File: src/sgd_defines.svh
/*
 Constants for the smart gate drive sequencer: register offsets, field
 positions, reset values and timing counts.
 Assumes a 20 MHz system clock and a 32-bit classic Wishbone slave.
*/
// Overview of operation
// Four-bit code selects one of sixteen rising currents
// Separate source and sink codes per driver
// Peak current during drive phase, then hold
// Turn on only after opposite gate off
// Optional programmable digital dead time added
// Strong pulldown while opposite switch transitions
// Sample gate monitor at drive end, flag fault
// New command aborts running drive phase timer
// Software sets drive phase above gate charge
// Gain from register or strap, divider from register or tied low
// Blanking and hold only on register variants
// Blanking triggered by selected half-bridge
// Blank output for period after gate transition
// Sample and hold opens switch on braking
// Reconnect output when braking state ends
// Drive phase duration from per-bridge field
// Dead time from per-bridge field
// Off gate held with strong pulldown
// Intervals counted by reloading tick counters
`ifndef SGD_DEFINES_SVH
`define SGD_DEFINES_SVH

`define SGD_ADDR_CTRL     8'h00
`define SGD_ADDR_IDRV     8'h04
`define SGD_ADDR_TIME     8'h08
`define SGD_ADDR_CSA      8'h0C
`define SGD_ADDR_STATUS   8'h10
`define SGD_ADDR_MASK     8'h14
`define SGD_ADDR_GATE     8'h18

`define SGD_CTRL_RESET    32'h0000_0000
`define SGD_IDRV_RESET    32'h0000_0000
`define SGD_TIME_RESET    32'h0000_0000
`define SGD_CSA_RESET     32'h0000_0000

`define SGD_AMP_GAIN_SEL_LSB  0
`define SGD_REF_DIVIDER_SEL_BIT   2
`define SGD_CSA_BLKSEL    3
`define SGD_CSA_BLKEN     4
`define SGD_CSA_SHEN      5
`define SGD_BLANK_PERIOD_SEL_LSB   8

`define SGD_CLK_HZ        20000000
`define SGD_TICK_NS       250
`define SGD_TICK_CYC      ((`SGD_TICK_NS * (`SGD_CLK_HZ / 1000000)) / 1000)

`endif

File: src/sgd_pkg.sv
/*
 Types for the smart gate drive sequencer.
 Assumes the defines header is included by users needing constants.
*/
package sgd_pkg;
    typedef enum logic [2:0] {
        SGD_OFF,
        SGD_WAIT_OPP,
        SGD_DEAD,
        SGD_DRIVE_ON,
        SGD_HOLD_ON,
        SGD_DRIVE_OFF
    } sgd_state_e;
    typedef logic [3:0] sgd_code_t;
endpackage

File: src/sgd_switch.sv
/*
 One gate driver channel: dead-time handshake, drive phase timing and
 gate fault check. Assumes a synchronised command and gate monitors.
*/
`timescale 1ns/1ps
`include "sgd_defines.svh"
module sgd_switch
    import sgd_pkg::*;
(
    input  wire logic       clk_i,
    input  wire logic       rst_i,
    input  wire logic       tick_i,
    input  wire logic       cmd_i,
    input  wire logic       opp_off_i,
    input  wire logic       gate_on_i,
    input  wire logic [7:0] tdrv_i,
    input  wire logic [7:0] deadtime_interval_i,
    output logic            gate_o,
    output logic            peak_o,
    output logic            busy_o,
    output logic            fault_o
);
    typedef struct packed {
        sgd_state_e st;
        logic [7:0] cnt;
        logic       gate;
        logic       peak;
        logic       fault;
        logic       cmd_d;
    } sgd_sw_s;

    sgd_sw_s q;
    sgd_sw_s next_q;

    always_comb begin
        next_q       = q;
        next_q.fault = 1'b0;
        next_q.cmd_d = cmd_i;
        if (tick_i && q.cnt != 8'h00) begin
            next_q.cnt = q.cnt - 8'h01;
        end
        if (cmd_i != q.cmd_d) begin
            next_q.cnt = tdrv_i;
            if (cmd_i) begin
                next_q.st   = SGD_WAIT_OPP;
                next_q.gate = 1'b0;
                next_q.peak = 1'b0;
            end else begin
                next_q.st   = SGD_DRIVE_OFF;
                next_q.gate = 1'b0;
                next_q.peak = 1'b1;
            end
        end else begin
            case (q.st)
                SGD_OFF: begin
                    next_q.peak = 1'b0;
                end
                SGD_WAIT_OPP: begin
                    if (opp_off_i) begin
                        next_q.st  = SGD_DEAD;
                        next_q.cnt = deadtime_interval_i;
                    end
                end
                SGD_DEAD: begin
                    if (q.cnt == 8'h00) begin
                        next_q.st   = SGD_DRIVE_ON;
                        next_q.gate = 1'b1;
                        next_q.peak = 1'b1;
                        next_q.cnt  = tdrv_i;
                    end
                end
                SGD_DRIVE_ON: begin
                    if (q.cnt == 8'h00) begin
                        next_q.st    = SGD_HOLD_ON;
                        next_q.peak  = 1'b0;
                        next_q.fault = !gate_on_i;
                    end
                end
                SGD_HOLD_ON: begin
                    next_q.peak = 1'b0;
                end
                SGD_DRIVE_OFF: begin
                    if (q.cnt == 8'h00) begin
                        next_q.st    = SGD_OFF;
                        next_q.peak  = 1'b0;
                        next_q.fault = gate_on_i;
                    end
                end
                default: begin
                    next_q.st = SGD_OFF;
                end
            endcase
        end
    end

    always_ff @(posedge clk_i) begin
        if (rst_i) begin
            q <= '{st: SGD_OFF, cnt: 8'h00, gate: 1'b0, peak: 1'b0,
                   fault: 1'b0, cmd_d: 1'b0};
        end else begin
            q <= next_q;
        end
    end

    assign gate_o  = q.gate;
    assign peak_o  = q.peak;
    assign fault_o = q.fault;
    assign busy_o  = q.peak || q.st == SGD_WAIT_OPP || q.st == SGD_DEAD;
endmodule

File: src/sgd_top.sv
/*
 Smart gate drive sequencer top: Wishbone registers, two half-bridges of
 gate channels, current code selection, amplifier output switch control
 and a fault interrupt. Assumes commands and gate monitors are pins.
*/
`timescale 1ns/1ps
`include "sgd_defines.svh"
module sgd_top
    import sgd_pkg::*;
#(
    parameter int NUM_BRIDGE = 2
)(
    input  wire logic                    clk_i,
    input  wire logic                    rst_i,
    input  wire logic                    cyc_i,
    input  wire logic                    stb_i,
    input  wire logic                    we_i,
    input  wire logic [7:0]              adr_i,
    input  wire logic [3:0]              sel_i,
    input  wire logic [31:0]             dat_i,
    output logic [31:0]                  dat_o,
    output logic                         ack_o,
    input  wire logic                    hw_variant_i,
    input  wire logic [3:0]              drive_strength_strap_i,
    input  wire logic [1:0]              gain_strap_i,
    input  wire logic [NUM_BRIDGE-1:0]   hs_cmd_i,
    input  wire logic [NUM_BRIDGE-1:0]   ls_cmd_i,
    input  wire logic [NUM_BRIDGE-1:0]   hs_vgs_on_i,
    input  wire logic [NUM_BRIDGE-1:0]   ls_vgs_on_i,
    output logic [NUM_BRIDGE-1:0]        high_side_gate_out_o,
    output logic [NUM_BRIDGE-1:0]        low_side_gate_out_o,
    output logic [NUM_BRIDGE-1:0]        hs_strong_pd_o,
    output logic [NUM_BRIDGE-1:0]        ls_strong_pd_o,
    output logic [NUM_BRIDGE-1:0]        hs_peak_o,
    output logic [NUM_BRIDGE-1:0]        ls_peak_o,
    output logic [NUM_BRIDGE*4-1:0]      hs_current_code_o,
    output logic [NUM_BRIDGE*4-1:0]      ls_current_code_o,
    output logic [1:0]                   amp_gain_sel_o,
    output logic                         ref_divider_sel_o,
    output logic                         amp_out_connect_o,
    output logic                         irq_o
);
    localparam int NCH = 2 * NUM_BRIDGE;

    typedef struct packed {
        logic [31:0]            ctrl;
        logic [31:0]            idrv;
        logic [31:0]            time_cfg;
        logic [31:0]            csa;
        logic [NCH-1:0]         status;
        logic [NCH-1:0]         mask;
        logic                   ack;
        logic [31:0]            rdata;
        logic [7:0]             tick_cnt;
        logic                   tick;
        logic [7:0]             blank_cnt;
        logic [2*NUM_BRIDGE-1:0] gate_d;
        logic [4*NUM_BRIDGE-1:0] sync1;
        logic [4*NUM_BRIDGE-1:0] sync2;
        logic [3:0]             strap1;
        logic [3:0]             strap2;
        logic                   hw1;
        logic                   hw2;
        logic [1:0]             gain1;
        logic [1:0]             gain2;
    } sgd_top_s;

    sgd_top_s q;
    sgd_top_s next_q;

    ////////////////////////////////////////////////////////////////////////
    logic [NCH-1:0] cmd_s;
    logic [NCH-1:0] mon_s;
    logic [NCH-1:0] gate_w;
    logic [NCH-1:0] peak_w;
    logic [NCH-1:0] busy_w;
    logic [NCH-1:0] fault_w;
    logic           wr;
    logic [31:0]    wmask;

    assign cmd_s = q.sync2[2*NUM_BRIDGE-1:0];
    assign mon_s = q.sync2[4*NUM_BRIDGE-1:2*NUM_BRIDGE];
    assign wr    = cyc_i && stb_i && we_i && !q.ack;
    assign wmask = {{8{sel_i[3]}}, {8{sel_i[2]}},
                    {8{sel_i[1]}}, {8{sel_i[0]}}};

    ////////////////////////////////////////////////////////////////////////
    // Channel c: even = high side, odd = low side of bridge c/2
    genvar c;
    generate
        for (c = 0; c < NCH; c++) begin : g_ch
            sgd_switch u_sw (
                .clk_i     (clk_i),
                .rst_i     (rst_i),
                .tick_i    (q.tick),
                .cmd_i     (cmd_s[c]),
                .opp_off_i (!mon_s[c ^ 1] && !gate_w[c ^ 1]),
                .gate_on_i (mon_s[c]),
                .tdrv_i    (q.time_cfg[(c/2)*8 +: 8]),
                .deadtime_interval_i   (q.time_cfg[16 + (c/2)*8 +: 8]),
                .gate_o    (gate_w[c]),
                .peak_o    (peak_w[c]),
                .busy_o    (busy_w[c]),
                .fault_o   (fault_w[c])
            );
        end
        for (c = 0; c < NUM_BRIDGE; c++) begin : g_br
            assign high_side_gate_out_o[c] = gate_w[2*c];
            assign low_side_gate_out_o[c]  = gate_w[2*c+1];
            assign hs_peak_o[c]            = peak_w[2*c];
            assign ls_peak_o[c]            = peak_w[2*c+1];
            // Off gate held strong, also while partner slews
            assign hs_strong_pd_o[c] = !gate_w[2*c] &&
                (!peak_w[2*c] || busy_w[2*c+1]);
            assign ls_strong_pd_o[c] = !gate_w[2*c+1] &&
                (!peak_w[2*c+1] || busy_w[2*c]);
            // Strap code on the hardwired variant; otherwise source code while on, sink code while off
            assign hs_current_code_o[c*4 +: 4] = q.hw2 ?
                q.strap2 : (gate_w[2*c] ? q.idrv[c*16 +: 4]
                : q.idrv[c*16+4 +: 4]);
            assign ls_current_code_o[c*4 +: 4] = q.hw2 ?
                q.strap2 : (gate_w[2*c+1] ? q.idrv[c*16+8 +: 4]
                : q.idrv[c*16+12 +: 4]);
        end
    endgenerate

    ////////////////////////////////////////////////////////////////////////
    logic       blk_sel;
    logic       trans;
    logic       braking;
    logic [1:0] bgates;

    assign blk_sel = q.csa[`SGD_CSA_BLKSEL];
    assign bgates  = blk_sel ? gate_w[3:2] : gate_w[1:0];
    assign trans   = bgates != (blk_sel ? q.gate_d[3:2] : q.gate_d[1:0]);
    assign braking = (gate_w[0] && gate_w[2]) ||
                     (gate_w[1] && gate_w[3]);

    always_comb begin
        next_q        = q;
        next_q.ack    = cyc_i && stb_i && !q.ack;
        // Commands low half, monitors high half; even bit high side
        for (int b = 0; b < NUM_BRIDGE; b++) begin
            next_q.sync1[2*b]                = hs_cmd_i[b];
            next_q.sync1[2*b+1]              = ls_cmd_i[b];
            next_q.sync1[2*NUM_BRIDGE+2*b]   = hs_vgs_on_i[b];
            next_q.sync1[2*NUM_BRIDGE+2*b+1] = ls_vgs_on_i[b];
        end
        next_q.sync2  = q.sync1;
        next_q.strap1 = drive_strength_strap_i;
        next_q.strap2 = q.strap1;
        next_q.hw1    = hw_variant_i;
        next_q.hw2    = q.hw1;
        next_q.gain1  = gain_strap_i;
        next_q.gain2  = q.gain1;
        next_q.gate_d = gate_w;
        next_q.tick   = 1'b0;
        if (q.tick_cnt == 8'(`SGD_TICK_CYC - 1)) begin
            next_q.tick_cnt = 8'h00;
            next_q.tick     = 1'b1;
        end else begin
            next_q.tick_cnt = q.tick_cnt + 8'h01;
        end
        if (trans && q.csa[`SGD_CSA_BLKEN]) begin
            next_q.blank_cnt = q.csa[`SGD_BLANK_PERIOD_SEL_LSB +: 8];
        end else if (q.tick && q.blank_cnt != 8'h00) begin
            next_q.blank_cnt = q.blank_cnt - 8'h01;
        end
        if (wr) begin
            case (adr_i)
                `SGD_ADDR_CTRL:
                    next_q.ctrl = (q.ctrl & ~wmask) | (dat_i & wmask);
                `SGD_ADDR_IDRV:
                    next_q.idrv = (q.idrv & ~wmask) | (dat_i & wmask);
                `SGD_ADDR_TIME:
                    next_q.time_cfg = (q.time_cfg & ~wmask)
                                    | (dat_i & wmask);
                `SGD_ADDR_CSA:
                    next_q.csa = (q.csa & ~wmask) | (dat_i & wmask);
                `SGD_ADDR_STATUS:
                    next_q.status = q.status & ~(dat_i[NCH-1:0]
                                  & wmask[NCH-1:0]);
                `SGD_ADDR_MASK:
                    next_q.mask = (q.mask & ~wmask[NCH-1:0])
                                | (dat_i[NCH-1:0] & wmask[NCH-1:0]);
                default: begin
                end
            endcase
        end
        next_q.status = next_q.status | fault_w;
        case (adr_i)
            `SGD_ADDR_CTRL:   next_q.rdata = q.ctrl;
            `SGD_ADDR_IDRV:   next_q.rdata = q.idrv;
            `SGD_ADDR_TIME:   next_q.rdata = q.time_cfg;
            `SGD_ADDR_CSA:    next_q.rdata = q.csa;
            `SGD_ADDR_STATUS: next_q.rdata = 32'(q.status);
            `SGD_ADDR_MASK:   next_q.rdata = 32'(q.mask);
            `SGD_ADDR_GATE:   next_q.rdata = 32'({busy_w, gate_w});
            default:          next_q.rdata = 32'h0000_0000;
        endcase
    end

    always_ff @(posedge clk_i) begin
        if (rst_i) begin
            q          <= '0;
            q.ctrl     <= `SGD_CTRL_RESET;
            q.idrv     <= `SGD_IDRV_RESET;
            q.time_cfg <= `SGD_TIME_RESET;
            q.csa      <= `SGD_CSA_RESET;
        end else begin
            q <= next_q;
        end
    end

    ////////////////////////////////////////////////////////////////////////
    assign dat_o  = q.rdata;
    assign ack_o  = q.ack;
    assign irq_o  = |(q.status & q.mask);
    assign amp_gain_sel_o    = q.hw2 ? q.gain2
                             : q.csa[`SGD_AMP_GAIN_SEL_LSB +: 2];
    assign ref_divider_sel_o = q.hw2 ? 1'b0
                             : q.csa[`SGD_REF_DIVIDER_SEL_BIT];
    assign amp_out_connect_o = q.hw2 ||
        !((q.blank_cnt != 8'h00) ||
          (q.csa[`SGD_CSA_SHEN] && braking));
endmodule

File: config.mk
export PLATFORM = sky130hd
export DESIGN_NAME = sgd_top
export DESIGN_NICKNAME = d
export VERILOG_FILES = /design/src/sgd_pkg.sv /design/src/sgd_switch.sv /design/src/sgd_top.sv
export VERILOG_INCLUDE_DIRS = /design/src
export SDC_FILE = /design/constraint.sdc
export NUM_CORES = 1
export LEC_CHECK = 0
export ABC_AREA = 1
export BUFFER_PORTS_ARGS = -buffer_cell sky130_fd_sc_hd__clkbuf_2
export CAP_MARGIN = 20
export CELL_PAD_IN_SITES_DETAIL_PLACEMENT = 1
export CELL_PAD_IN_SITES_GLOBAL_PLACEMENT = 1
export CORE_MARGIN = 2
export CORE_UTILIZATION = 44
export CTS_BUF_LIST = sky130_fd_sc_hd__clkbuf_2 sky130_fd_sc_hd__clkbuf_4 sky130_fd_sc_hd__clkbuf_8
export DETAILED_ROUTE_END_ITERATION = 12
export GPL_TIMING_DRIVEN = 0
export PLACE_DENSITY_LB_ADDON = 0.1
export SYNTH_ARGS = -nofsm -noshare
export SYNTH_HDL_FRONTEND = slang
export SYNTH_HIERARCHICAL = 1
export SYNTH_SLANG_ARGS = --single-unit
File: constraint.sdc
create_clock -name clk_i -period 1.7 [get_ports clk_i]
set_input_delay 0.085 -clock clk_i [delete_from_list [all_inputs] [get_ports clk_i]]
set_output_delay 0.085 -clock clk_i [all_outputs]
set_load 0.05 [all_outputs]
# Word level (Yosys, flattened, before mapping)
# Cells that the tools add are included.
[classes]
addsub = 6
mul = 0
n_div = 0
order_cmp = 0
eq_ne = 52
shift = 0
muxes = 79
n_bitwise = 18
reduce_logical = 104
[ops]
columns = ["cell", "count"]
rows = [
  ["case mux 32 bit (7 select lines)", 1],
  ["bitwise AND 32 bit", 5],
  ["bitwise OR 32 bit", 4],
  ["2-to-1 mux 13 bit", 8],
  ["case mux 8 bit (2 select lines)", 4],
  ["case mux 3 bit (5 select lines)", 4],
  ["2-to-1 mux 8 bit", 7],
  ["!= test 3 x 1 -> 1 bit, second input constant", 16],
  ["2-to-1 mux 11 bit", 4],
  ["zero test 8 bit", 5],
  ["2-to-1 mux 4 bit", 10],
  ["nonzero test 8 bit", 5],
  ["subtractor 8 x 1 -> 8 bit, second input constant", 5],
  ["2-to-1 mux 3 bit", 12],
  ["NOT 32 bit", 1],
  ["== test 3 x 2 -> 1 bit, second input constant", 8],
  ["== test 3 bit, second input constant", 8],
  ["== test 8 x 5 -> 1 bit, second input constant", 3],
  ["2-to-1 mux 2 bit", 11],
  ["logical AND 1 bit", 21],
  ["AND reduction 5 bit", 4],
  ["nonzero test 5 bit", 4],
  ["AND reduction 2 bit", 9],
  ["nonzero test 2 bit", 9],
  ["19 further kinds", 91],
]
[totals]
register_bits = 280
latchBits = 0
ramBits = 0
romBits = 0
inputBits = 64
output_inout_bits = 66
wordCells = 303
n_memories = 0

# Logic depth before layout (Yosys ltp)
# Gate-level depths: netlist of the first run.
[depth]
ltp_word = 6
mapped_depth = 12

# Hierarchy
# The synthesis of the first run kept the hierarchy.
[modules_own_cells]
columns = ["mod", "instances", "cells_per_inst", "area_each_um2"]
rows = [
  ["sgd_top", 1, 1317, 9512.9],
  ["sgd_switch at g_ch[1].u_sw ...", 3, 177, 1103.6],
  ["sgd_switch at g_ch[0].u_sw", 1, 176, 1089.8],
]

# Least setup slack after synthesis of the first run
# OpenSTA, ideal clock, no wires.
[synth_path]
path_type = "flip-flop to output port"
from = "register g_ch[3].u_sw.q (netlist bit g_ch[3].u_sw/gate_o)"
to = "output ls_current_code_o[4]"
arrival_ns = 1.912
required_time_ns = 1.615
slack_ns = -0.297
path_stages_with_launch = 6
path_cell_list = "dfxtp_1 -> buf_2 -> clkinv_1 -> nand2_1 -> o21ai_0 -> o21ai_0"
[synth_between]
elab_chain_len = 2
[synth_lines]
columns = ["element", "line_no", "source"]
rows = [
  ["from (decl)", "sgd_switch.sv:32", "sgd_sw_s q;"],
  ["from (signal assigned)", "sgd_switch.sv:98", "q <= '{st: SGD_OFF, cnt: 8'h00, gate: 1'b0, peak: 1'b0,"],
  ["from (signal assigned)", "sgd_switch.sv:101", "q <= next_q;"],
  ["2-to-1 mux 4 bit", "sgd_top.sv:122", "q.strap2 : (gate_w[2*c+1] ? q.idrv[c*16+8 +: 4]"],
  ["2-to-1 mux 4 bit", "sgd_top.sv:121", "assign ls_current_code_o[c*4 +: 4] = q.hw2 ?"],
  ["to (decl)", "sgd_top.sv:37", "output logic [NUM_BRIDGE*4-1:0] ls_current_code_o,"],
]
# Every way passes these cells.

# Worst setup path after layout of the first run
[layout_path]
from = "register q[37] (netlist name)"
to = "output amp_out_connect_o"
[layout_between]
elab_chain_len = 4
[layout_lines]
columns = ["element", "line_no", "source"]
rows = [
  ["from (decl)", "sgd_top.sv:68", "sgd_top_s q;"],
  ["from (signal assigned)", "sgd_top.sv:211", "q <= next_q;"],
  ["nonzero test 8 bit", "sgd_top.sv:224", "!((q.blank_cnt != 8'h00) ||"],
  ["logical OR 1 bit", "sgd_top.sv:224", ""],
  ["zero test 1 bit", "sgd_top.sv:224", ""],
  ["logical OR 1 bit", "sgd_top.sv:223", "assign amp_out_connect_o = q.hw2 ||"],
  ["to (decl)", "sgd_top.sv:40", "output logic amp_out_connect_o,"],
]
# Every way passes these cells.

==> summary.txt, run 1 <==
Outcome
  • Status: complete, but fails checks
  • Failing checks: negative setup slack

Synthesis
  • Main combinational cell family by area after synthesis: simple AND/OR/NAND/NOR gates
  • Synth Area in Compound Gates: 13.4%
  • Post-synthesis xor/xnor area fraction: less than 1%
  • Post-Syn Area per Cell: slightly below 7 um^2
  • Dominant synthesized flop cell: dfxtp_1
  • Count of warnings emitted by yosys: 6
  • Syn_nets: 2096
  • Asr flop ratio synth: 0%
  • Post-synthesis mux area share: 0%
  • Synth unique cells: 44
  • Cell area after synthesis: 0.0139 mm^2
  • Syn Inst Count: around 2000
  • Post-Synth Simple-Gate Area: 34.9%
  • Post-synth EDFFs: 0
  • Sequential share of the synthesized area: 40.3%
  • Synth Area in Adders: 0.719%
  • Post-synthesis register bit count: 280

Floorplanning
  • Row Count: 65
  • Die Y: 182 um
  • Die Span X: 182 um
  • Core ar.: 0.0313 mm^2
  • Num ports: 130
  • Initial core utilization: roughly 44%
  • Die ar.: 0.0331 mm^2

Clock network
  • Htree depth: 2
  • CTS clk-pin slew, worst paths: 0.06 ns
  • Num CTS Buffers: 49
  • Worst-case clock buffer depth: 3
  • Clk sinks: 280
  • Skew-Pair Late Insertion Delay: 0.59 ns
  • Root buffer cell: clkbuf_8
  • TritonCTS clock tree: built

Worst setup path
  • Crit Reg-Reg Endpoint: g_ch[2].u_sw/q[9]
  • Reg2reg setup slack: -0.03 ns
  • Startpoint types: flop
  • Critical Path Slowest Stage Cell: dfxtp_1
  • Worst Path Max Fanout: 5
  • Worst-path cell chain: nor2_4, nand2_1, nor2_2, inv_1, a21oi_2, or2_4, clkbuf_16
  • Setup CP Type: reg2out
  • R2R depth: 12
  • Reg-to-Reg Start: g_ch[2].u_sw/q[14]
  • Worst endpoint required time: 1.62 ns
  • Arrival @ worst endpoint: 1.83 ns
  • Crit-path max cell delay: between 0.3 and 0.4 ns
  • Crit path capture type: output pin

GRT
  • Number of global-route vias before repair: around 16000
  • First-pass GRT wire length: 89700 um
  • Largest net degree at the start of global routing: 23
  • Total global-route track usage: 34.9%
  • Congestion Overflow GR: 0
  • Initial antenna violation count: 1

STA
  • Max Clk Rate: 522 MHz
  • Worst-Margin Slew: 1.09 ns
  • RSZ-0062 raised after global routing: yes
  • Setup slack after layout: -0.217 ns
  • TNS Setup: -1.94 ns
  • Fin Clk Skew: 0.0242 ns
  • Pins Over Slew Limit: 0
  • Final setup fails: 27
  • Slew Limit Headroom: 27.3%
  • Final Critical Period: 1.92 ns
  • Fin crit share: 113%
  • Fin. Hold Viols: 0

Pwr
  • Internal cell power: 12300 uW
  • Switching power: between 5000 and 6000 uW
  • Leak: 0.00798 uW
  • Pwr/cell area: 969 mW/mm^2
  • Total power: ~18000 uW
  • Clock network fraction of total power: 38.9%
  • Combinational share of power: between 20 and 25%
  • Sequential power share: 38.5%
  • Net switching share of the total power: 31.9%
  • VDD IR max: around 0.57 mV

Route
  • Routed Antenna Nets: 0
  • Vias: between 15000 and 20000
  • Wirelength per Cell: 21.9 um
  • Initial DRC Count: 1272
  • Number of vias per cell: 5.64
  • Post-Route WL: about 60000 um
  • DRC Markers: 0
  • Drt first pass iters: 5

Cells and area
  • Sequential Area: approximately 0.0057 mm^2
  • Layout cell share with drive strength beyond 1: 27.4%
  • Finished Core Util: 59.5%
  • Layout area overhead: 33.8%
  • Most frequent cells in the layout: nand2_1, dfxtp_1, nor2_1
  • Commonest non-fill, non-tap cell in the layout: nand2_1
  • Nets: 2418
  • Multi-input gate area: 0.00761 mm^2
  • Final Non-Filler Cells: 2789
  • Filler Cell Count: 3966

Hold path
  • Type of the worst min-delay path: in2reg
  • WHS Path Cells: 5
  • Hold Crit Start: we_i

Place
  • Port bufs: 128
  • Dpl cells: 2554
  • Placer Congestion: 0.903
  • Setup WS pre-CTS: -1.01 ns
  • DPL Wire Length: 38800 um

Run
  • Max Cap Viol: 0
## stage by stage
stage / hold WS, ns / area (um^2)
after floorplan: 0.154 / 13900
after global placement: 0.282 / 15100
after detailed placement: 0.287 / 15100
after CTS: 0.00633 / 17900
after global routing: 0.0380 / 18600
final: 0.0432 / 18600
## Yosys cell counts, types with 5 or more instances
cell / number / area [um^2]
dfxtp_1: 280 / 5610
nand3_2: 6 / 60.1
ha_1: 8 / 100
clkinv_1: 5 / 18.8
o22ai_1: 5 / 31.3
nand2_4: 7 / 78.8
nand2_1: 535 / 2010
nor3_1: 12 / 60.1
xor2_1: 8 / 70.1
a31oi_1: 6 / 37.5
buf_2: 20 / 100
o211ai_1: 8 / 60.1
a21oi_1: 181 / 906
inv_2: 22 / 82.6
inv_1: 175 / 657
nor2_4: 23 / 259
clkbuf_1: 35 / 131
nor2_2: 22 / 138
o21ai_1: 11 / 55.1
nand2_2: 33 / 206
xnor2_1: 6 / 52.6
buf_4: 44 / 330
o21ai_0: 109 / 546
nor2_1: 212 / 796
nand3_1: 187 / 936
nand4_1: 23 / 144
## kinds of logic after synthesis
group | after synthesis
flip-flops | 280
buffers and inverters | 307
XOR/XNOR | 14
AO/OA/AOI/OAI | 342
adder cells (fa/ha/maj) | 8
AND/OR/NAND/NOR | 1073
## worst max path at each step
stage / endpoint / cells past startpoint / slack [ns] / startpoint
6_report: amp_out_connect_o / 7 / -0.22 / q[37]
5_1_grt: amp_out_connect_o / 7 / -0.29 / q[37]
4_1_cts: hs_current_code_o[6] / 7 / -0.24 / g_ch[2].u_sw/gate_o
3_5_place_dp: next_q[4] / 5 / -1.01 / rst_i
3_3_place_gp: dat_o[31] / 5 / -0.97 / rst_i
2_1_floorplan: hs_strong_pd_o[0] / 4 / -0.06 / g_ch[1].u_sw/peak_o
## worst max-delay path, delay by kind of cell (launching register included)
| family | cells | cell delay, ns |
|---|---|---|
| simple gates | 4 | 0.51 |
| buf+inv | 2 | 0.22 |
| compound gates | 1 | 0.13 |
| flops | 1 | 0.38 |
## power by group through the flow
stage / combinational (uW) / clock, uW / sequential, uW
detailed placement: 2560 / 0 / 7040
global placement: 2490 / 0 / 7030
finish: 4080 / 7010 / 6940
CTS: 3570 / 6970 / 6900
floorplan: 1710 / 0 / 7080
global route: 4290 / 7360 / 6950
## timing repair
action	CTS	global route
cloned	1	2
pin swaps	39	52
setup endpoints to repair	192	172
gates resized for setup	204	153
buffers inserted	60	30
endpoints found under the hold margin	151	0
hold buffers	57	0
## cell type report
cell class              count  share of cell area (%)
diodes                      1                  0.0134
inverters                 202                    4.25
well taps                 402                    2.70
flip-flops and latches    280                    30.4
clock inverters             9                   0.390
multi-input cells        1438                    40.9
repair buffers            272                    12.2
plain buffers             103                    3.55
clock buffers              82                    5.56
## routing by layer
metal	track usage [%]	up-vias	wire length, um
met5	0	-	0
met4	18.2	0	3310
met3	6.20	191	4050
met2	59.2	655	29200
met1	42.2	7737	24500
li1	-	7139	-
(Power assumes the default switching activity.)
==> run 2, diff against run 1 <==
==> constraint.sdc (replaced) <==
create_clock -name clk_i -period 2.1 [get_ports clk_i]
set_input_delay 0.105 -clock clk_i [delete_from_list [all_inputs] [get_ports clk_i]]
set_output_delay 0.105 -clock clk_i [all_outputs]
set_load 0.05 [all_outputs]
==> run 2 against run 1 <==
Net effect:
- the run now ends clean
- sequential power fell by 19%
- worst hold slack gained 0.0043 ns
- worst setup slack gained 0.24 ns
- sequential share of layout area increased by 3.0 points
- flip-flop and latch count is the same
- critical path depth fell by 3
- power decreased by 27%
- core utilization shrank 5.7 points
- routed wire length shrank 12%
- largest cell class unchanged
- highest routed layer is now met5
==> summary.txt, run 2 (synthesized netlist as in run 1, its figures left out) <==
GRT
  • Met3 track demand over resource: 5.88% (-0.32 points)
  • Initial antenna violation count: 1 (unchanged)
  • Top Usage Layer GRT: met2
  • Total global-route track usage: 32.0% (-2.9 points)
  • Met1 Use GR: 39.1% (-3.1 points)
  • First-pass GRT wire length: 82700 um (-7.8%)
  • Largest net degree at the start of global routing: 27 (+17%)
  • Met2 usage: 54.3% (-5.0 points)
  • Number of global-route vias before repair: 15100 (-5.7%)
  • Congestion Overflow GR: 0 (unchanged)

Clock network
  • CTS clk-pin slew, worst paths: 0.06 ns (about the same)
  • TritonCTS clock tree: built
  • Root buffer cell: clkbuf_8
  • Num CTS Buffers: 50 (+2.0%)
  • Skew-Pair Late Insertion Delay: 0.60 ns (about the same)
  • Clk sinks: 280 (unchanged)
  • Worst-case clock buffer depth: 3 (unchanged)
  • Htree depth: 2 (unchanged)

STA
  • Worst-Margin Slew: 0.954 ns (-0.136 ns)
  • Fin. Hold Viols: 0 (unchanged)
  • Fin Clk Skew: 0.0235 ns (-0.000685 ns)
  • Pins Over Slew Limit: 0 (unchanged)
  • Max Clk Rate: 480 MHz
  • Slew Limit Headroom: 36.4% (+9.1 points)
  • Final Critical Period: 2.08 ns
  • Setup slack after layout: 0.0186 ns (+0.236 ns)
  • Fin crit share: 99.1%
  • Final setup fails: 0 (-100%)
  • RSZ-0062 raised after global routing: yes

Route
  • Wirelength per Cell: 19.8 um (-9.6%)
  • Drt first pass iters: 5 (unchanged)
  • Post-Route WL: 53500 um (-12%)
  • DRC Markers: 0 (unchanged)
  • Vias: 14600 (-6.9%)
  • Number of vias per cell: 5.42 (-3.9%)
  • Initial DRC Count: 989 (-22%)
  • Routed Antenna Nets: 0 (unchanged)

Worst setup path
  • Critical Path Slowest Stage Cell: dfxtp_2
  • Crit-path max cell delay: 0.46 ns (+0.08 ns)
  • Crit path capture type: output pin
  • Family with the most delay on the worst path: buffers and inverters
  • Reg2reg setup slack: 0.06 ns (+0.09 ns)
  • Worst-path cell chain: clkbuf_4, nand2_1, o21ai_0, buf_2
  • Worst endpoint required time: 2.00 ns (+0.38 ns)
  • Setup CP Type: reg2out
  • Arrival @ worst endpoint: 1.98 ns (+0.15 ns)
  • WP buf/inv: 2 (unchanged)
  • Worst Path Max Fanout: 10 (+5)
  • Startpoint types: flop

Pwr
  • Combinational share of power: 17.3% (-5.3 points)
  • Sequential power share: 42.3% (+3.8 points)
  • VDD IR max: 0.582 mV (+2.3%)
  • Leak: 0.00724 uW (-9.3%)
  • Total power: 13200 uW (-27%)
  • Pwr/cell area: 785 mW/mm^2 (-19%)
  • Switching power: 4150 uW (-28%)
  • Clock network fraction of total power: 40.4% (+1.5 points)
  • Net switching share of the total power: 31.4% (-0.46 points)
  • Internal cell power: 9070 uW (-26%)

Floorplanning
  • Row Count: 65 (unchanged)
  • Core ar.: 0.0313 mm^2 (unchanged)
  • Die Span X: 182 um (unchanged)
  • Num ports: 130 (unchanged)
  • Die Y: 182 um (unchanged)
  • Initial core utilization: 44.4% (unchanged)
  • Die ar.: 0.0331 mm^2 (unchanged)

Place
  • Setup WS pre-CTS: -0.905 ns (+0.104 ns)
  • DPL Wire Length: 39000 um (+0.61%)
  • Port bufs: 128 (unchanged)
  • Placer Congestion: 0.920 (+1.8%)

Cells and area
  • Nets: 2336 (-3.4%)
  • Filler Cell Count: 4116 (+3.8%)
  • Layout area overhead: 21.1%
  • Commonest non-fill, non-tap cell in the layout: nand2_1
  • N_diodes: 0 (-1)
  • Layout cell share with drive strength beyond 1: 19.7% (-7.7 points)
  • Most frequent cells in the layout: nand2_1, dfxtp_1, nor2_1

Run
  • Max Cap Viol: 0 (unchanged)

Outcome
  • Status: finished, final reports clean

Hold path
  • Type of the worst min-delay path: in2reg
[run 2: area by class of cell]
class | count | area (um^2) | area share [%]
well taps | 402 | 503 | 2.99
clock inverters | 12 | 71.3 | 0.423
flip-flops and latches | 280 | 5630 | 33.4
inverters | 202 | 767 | 4.55
plain buffers | 105 | 631 | 3.74
multi-input cells | 1437 | 6970 | 41.4
repair buffers | 188 | 1310 | 7.75
clock buffers | 77 | 972 | 5.77
[run 2: worst reg2reg max path, stage by stage (launching register included)]
cell and delay (ns):
dfxtp_1 0.32, nor2_2 0.17, nand3_4 0.20, nor3_4 0.54, nand2_1 0.44, nand2_1 0.16, a21oi_1 0.07
[run 2: timing repair]
item	4_1_cts	5_1_grt
endpoints found under the setup margin	36	62
hold buffers	53	0
pin swaps	0	1
setup buffers	1	6
gates resized for setup	50	27
hold endpoints to repair	151	0
[run 2: power by group through the flow]
stage               Clock [uW]  Sequential [uW]  Combinational [uW]
floorplan                    0             5730                1380
global placement             0             5690                2010
detailed placement           0             5700                2060
CTS                       5420             5590                2210
global route              5640             5610                2450
finish                    5340             5600                2290
[run 2: metrics by stage]
step | TNS [ns] | utilization (%) | hold slack, ns | std cells | cell area (um^2)
floorplan | 0 | - | 0.174 | 2024 | 13900
global placement | -56.47 | 48.1 | 0.302 | 2554 | 15100
detailed placement | -62.34 | 48.1 | 0.305 | 2554 | 15100
CTS | -0.148 | 53.5 | 0.0108 | 2697 | 16700
global route | -0.0319 | 53.8 | 0.0732 | 2703 | 16800
finish | 0 | 53.8 | 0.0475 | 2703 | 16800
[run 2: path summary, 6_finish.rpt]
check	from	cells after the start	end
setup / recovery	q[4]	4	amp_gain_sel_o[0]
setup reg to reg	ack_o	6	flop
hold reg to reg	next_q[0]	2	q[0]
hold / removal	adr_i[3]	5	flop
[run 2: routing by layer]
metal / up-vias / routed length, um
li1: 6964 / -
met1: 7003 / 22300
met2: 509 / 25300
met3: 162 / 3390
met4: 6 / 2430
met5: - / 161
==> run 3, diff against run 2 <==
--- a/config.mk
+++ b/config.mk
@@ -17,6 +17,8 @@
 export DETAILED_ROUTE_END_ITERATION = 12
 export GPL_TIMING_DRIVEN = 0
 export PLACE_DENSITY_LB_ADDON = 0.1
+export REMOVE_ABC_BUFFERS = 1
+export SLEW_MARGIN = 15
 export SYNTH_ARGS = -nofsm -noshare
 export SYNTH_HDL_FRONTEND = slang
 export SYNTH_HIERARCHICAL = 1
==> run 3 against run 2 <==
Net effect:
- flip-flop and latch count did not move
- non-clock buffer count fell by 92
- sequential power barely moved
- via count fell by 4.3%
- largest power group unchanged
==> summary.txt, run 3 (synthesized netlist as in run 1, its figures left out) <==
Worst setup path
  • Arrival @ worst endpoint: 1.95 ns (-0.03 ns)
  • Startpoint types: flop
  • Worst-path cell chain: nand2_2, o21ai_0, clkbuf_2
  • Critical Path Slowest Stage Cell: dfxtp_4
  • CP startpoint: q[4]
  • Reg-to-Reg Start: ack_o
  • Worst endpoint required time: 2.00 ns (about the same)
  • Setup CP Type: reg2out
  • Crit path capture type: output pin
  • Worst Path Max Fanout: 14 (+4)
  • Crit-path max cell delay: 0.53 ns (+0.07 ns)

STA
  • Fin. Hold Viols: 0 (unchanged)
  • Setup slack after layout: 0.0451 ns (+0.0265 ns)
  • Worst-Margin Slew: 0.816 ns (-0.138 ns)
  • Max Clk Rate: 487 MHz (+1.3%)
  • Final setup fails: 0 (unchanged)
  • TNS Setup: 0 ns (unchanged)
  • Final Critical Period: 2.05 ns (-0.0265 ns)
  • Slew Limit Headroom: 45.5% (+9.1 points)
  • Fin Clk Skew: 0.0404 ns (+0.0169 ns)
  • Fin crit share: 97.9% (-1.3 points)
  • Pins Over Slew Limit: 0 (unchanged)

Cells and area
  • Nets: 2246 (-3.9%)
  • Layout cell share with drive strength beyond 1: 18.2% (-1.5 points)
  • Fin area: 0.0164 mm^2 (-2.7%)
  • Layout area overhead: 17.8%
  • N_diodes: 0 (unchanged)
  • Filler Cell Count: 4098 (-0.44%)
  • Most frequent cells in the layout: nand2_1, dfxtp_1, nor2_1
  • Final Non-Filler Cells: 2613 (-3.3%)
  • Commonest non-fill, non-tap cell in the layout: nand2_1

Route
  • Initial DRC Count: 677 (-32%)
  • Wirelength per Cell: 18.2 um (-8.3%)
  • DRC Markers: 0 (unchanged)
  • Vias: 14000 (-4.3%)
  • Drt first pass iters: 4 (-1)
  • Routed Antenna Nets: 0 (unchanged)
  • Post-Route WL: 47400 um (-11%)
  • Number of vias per cell: 5.36 (-1.0%)

Floorplanning
  • Die Span X: 182 um (unchanged)
  • Die Y: 182 um (unchanged)
  • Initial core utilization: 44.4% (unchanged)
  • Die ar.: 0.0331 mm^2 (unchanged)
  • Row Count: 65 (unchanged)
  • Num ports: 130 (unchanged)
  • Core ar.: 0.0313 mm^2 (unchanged)

Clock network
  • Num CTS Buffers: 50 (unchanged)
  • Htree depth: 2 (unchanged)
  • Skew-Pair Late Insertion Delay: 0.60 ns (about the same)
  • TritonCTS clock tree: built
  • Root buffer cell: clkbuf_8
  • CTS clk-pin slew, worst paths: 0.06 ns (about the same)
  • Worst-case clock buffer depth: 3 (unchanged)
  • Clk sinks: 280 (unchanged)

Place
  • DPL Wire Length: 31900 um (-18%)
  • Dpl cells: 2455 (-3.9%)
  • Dpl cell area: 0.0146 mm^2 (-3.0%)
  • Port bufs: 129 (+0.78%)
  • Setup WS pre-CTS: -0.716 ns (+0.189 ns)
  • Placer Congestion: 0.841 (-8.6%)

GRT
  • Largest net degree at the start of global routing: 118 (+340%)
  • First-pass GRT wire length: 75100 um (-9.2%)
  • Congestion Overflow GR: 0 (unchanged)
  • Total global-route track usage: 28.5% (-3.5 points)
  • Initial antenna violation count: 1 (unchanged)
  • Number of global-route vias before repair: 14000 (-6.9%)

Hold path
  • Type of the worst min-delay path: in2reg
  • Hold Crit Start: rst_i

Outcome
  • Status: finished, final reports clean

Pwr
  • VDD IR max: 0.537 mV (-7.7%)
  • Total power: 13100 uW (-1.1%)
  • Pwr/cell area: 798 mW/mm^2 (+1.7%)
  • Leak: 0.00692 uW (-4.4%)

Run
  • Max Cap Viol: 0 (unchanged)
[run 3: cell count changes in the layout (fill, tap and decap cells not counted), sizes merged]
cell / previous run / this run
clkinvlp: 4 / 3
clkbuf: 234 / 209
nor2: 261 / 263
dlygate4sd3: 53 / 50
buf: 83 / 23
clkinv: 13 / 10
[run 3: cell type report]
cell class,count,area (um^2),share of cell area [%]
Inverter,202,769,4.69
Clock inverter,8,48.8,0.298
Tap cell,402,503,3.07
Timing Repair Buffer,201,1440,8.81
Clock buffer,81,1000,6.11
Multi-Input combinational cell,1439,6990,42.7
Sequential cell,280,5630,34.4
[run 3: worst max-delay path: cells and delay by family (launching register included)]
family | cells | cell delay [ns]
buf+inv | 1 | 0.35
simple gates | 1 | 0.25
flops | 1 | 0.53
compound gates | 1 | 0.22
[run 3: metrics by stage]
| stage | utilization [%] | hold WS, ns |
|---|---|---|
| global route | 52.4 | 0.110 |
| CTS | 52.0 | 0.0492 |
| detailed placement | 46.6 | 0.305 |
| finish | 52.4 | 0.0669 |
| global placement | 46.2 | 0.297 |
| floorplan | - | 0.174 |
[run 3: final timing paths]
check | to | slack (ns) | cells past startpoint
worst max-delay path | hs_current_code_o[2] | 0.05 | 3
worst min-delay path | next_q[17] | 0.07 | 2
worst max register to register | flop | 0.11 | 7
worst min register to register | q[1] | 0.40 | 2
[run 3: where the power goes]
group / internal (uW) / total (uW) / switching [uW]
Clock: 3010 / 5350 / 2340
Sequential: 5440 / 5620 / 172
Combinational: 600 / 2110 / 1510
[run 3: layer usage]
| layer | up-vias | global-route usage [%] | share of wire [%] |
|---|---|---|---|
| met5 | - | 0 | 0 |
| met4 | 0 | 11.0 | 3.6 |
| met3 | 111 | 3.73 | 4.1 |
| met2 | 322 | 50.9 | 49 |
| met1 | 6788 | 34.9 | 43 |
| li1 | 6792 | - | - |
[run 3: timing repair]
action                                  4_1_cts  5_1_grt
setup buffers                                 4       13
pin swaps                                     2        6
hold buffers                                 50        0
endpoints found under the hold margin       152        0
resized for setup                            31       14
endpoints found under the setup margin       54       81
cloned                                        2        0
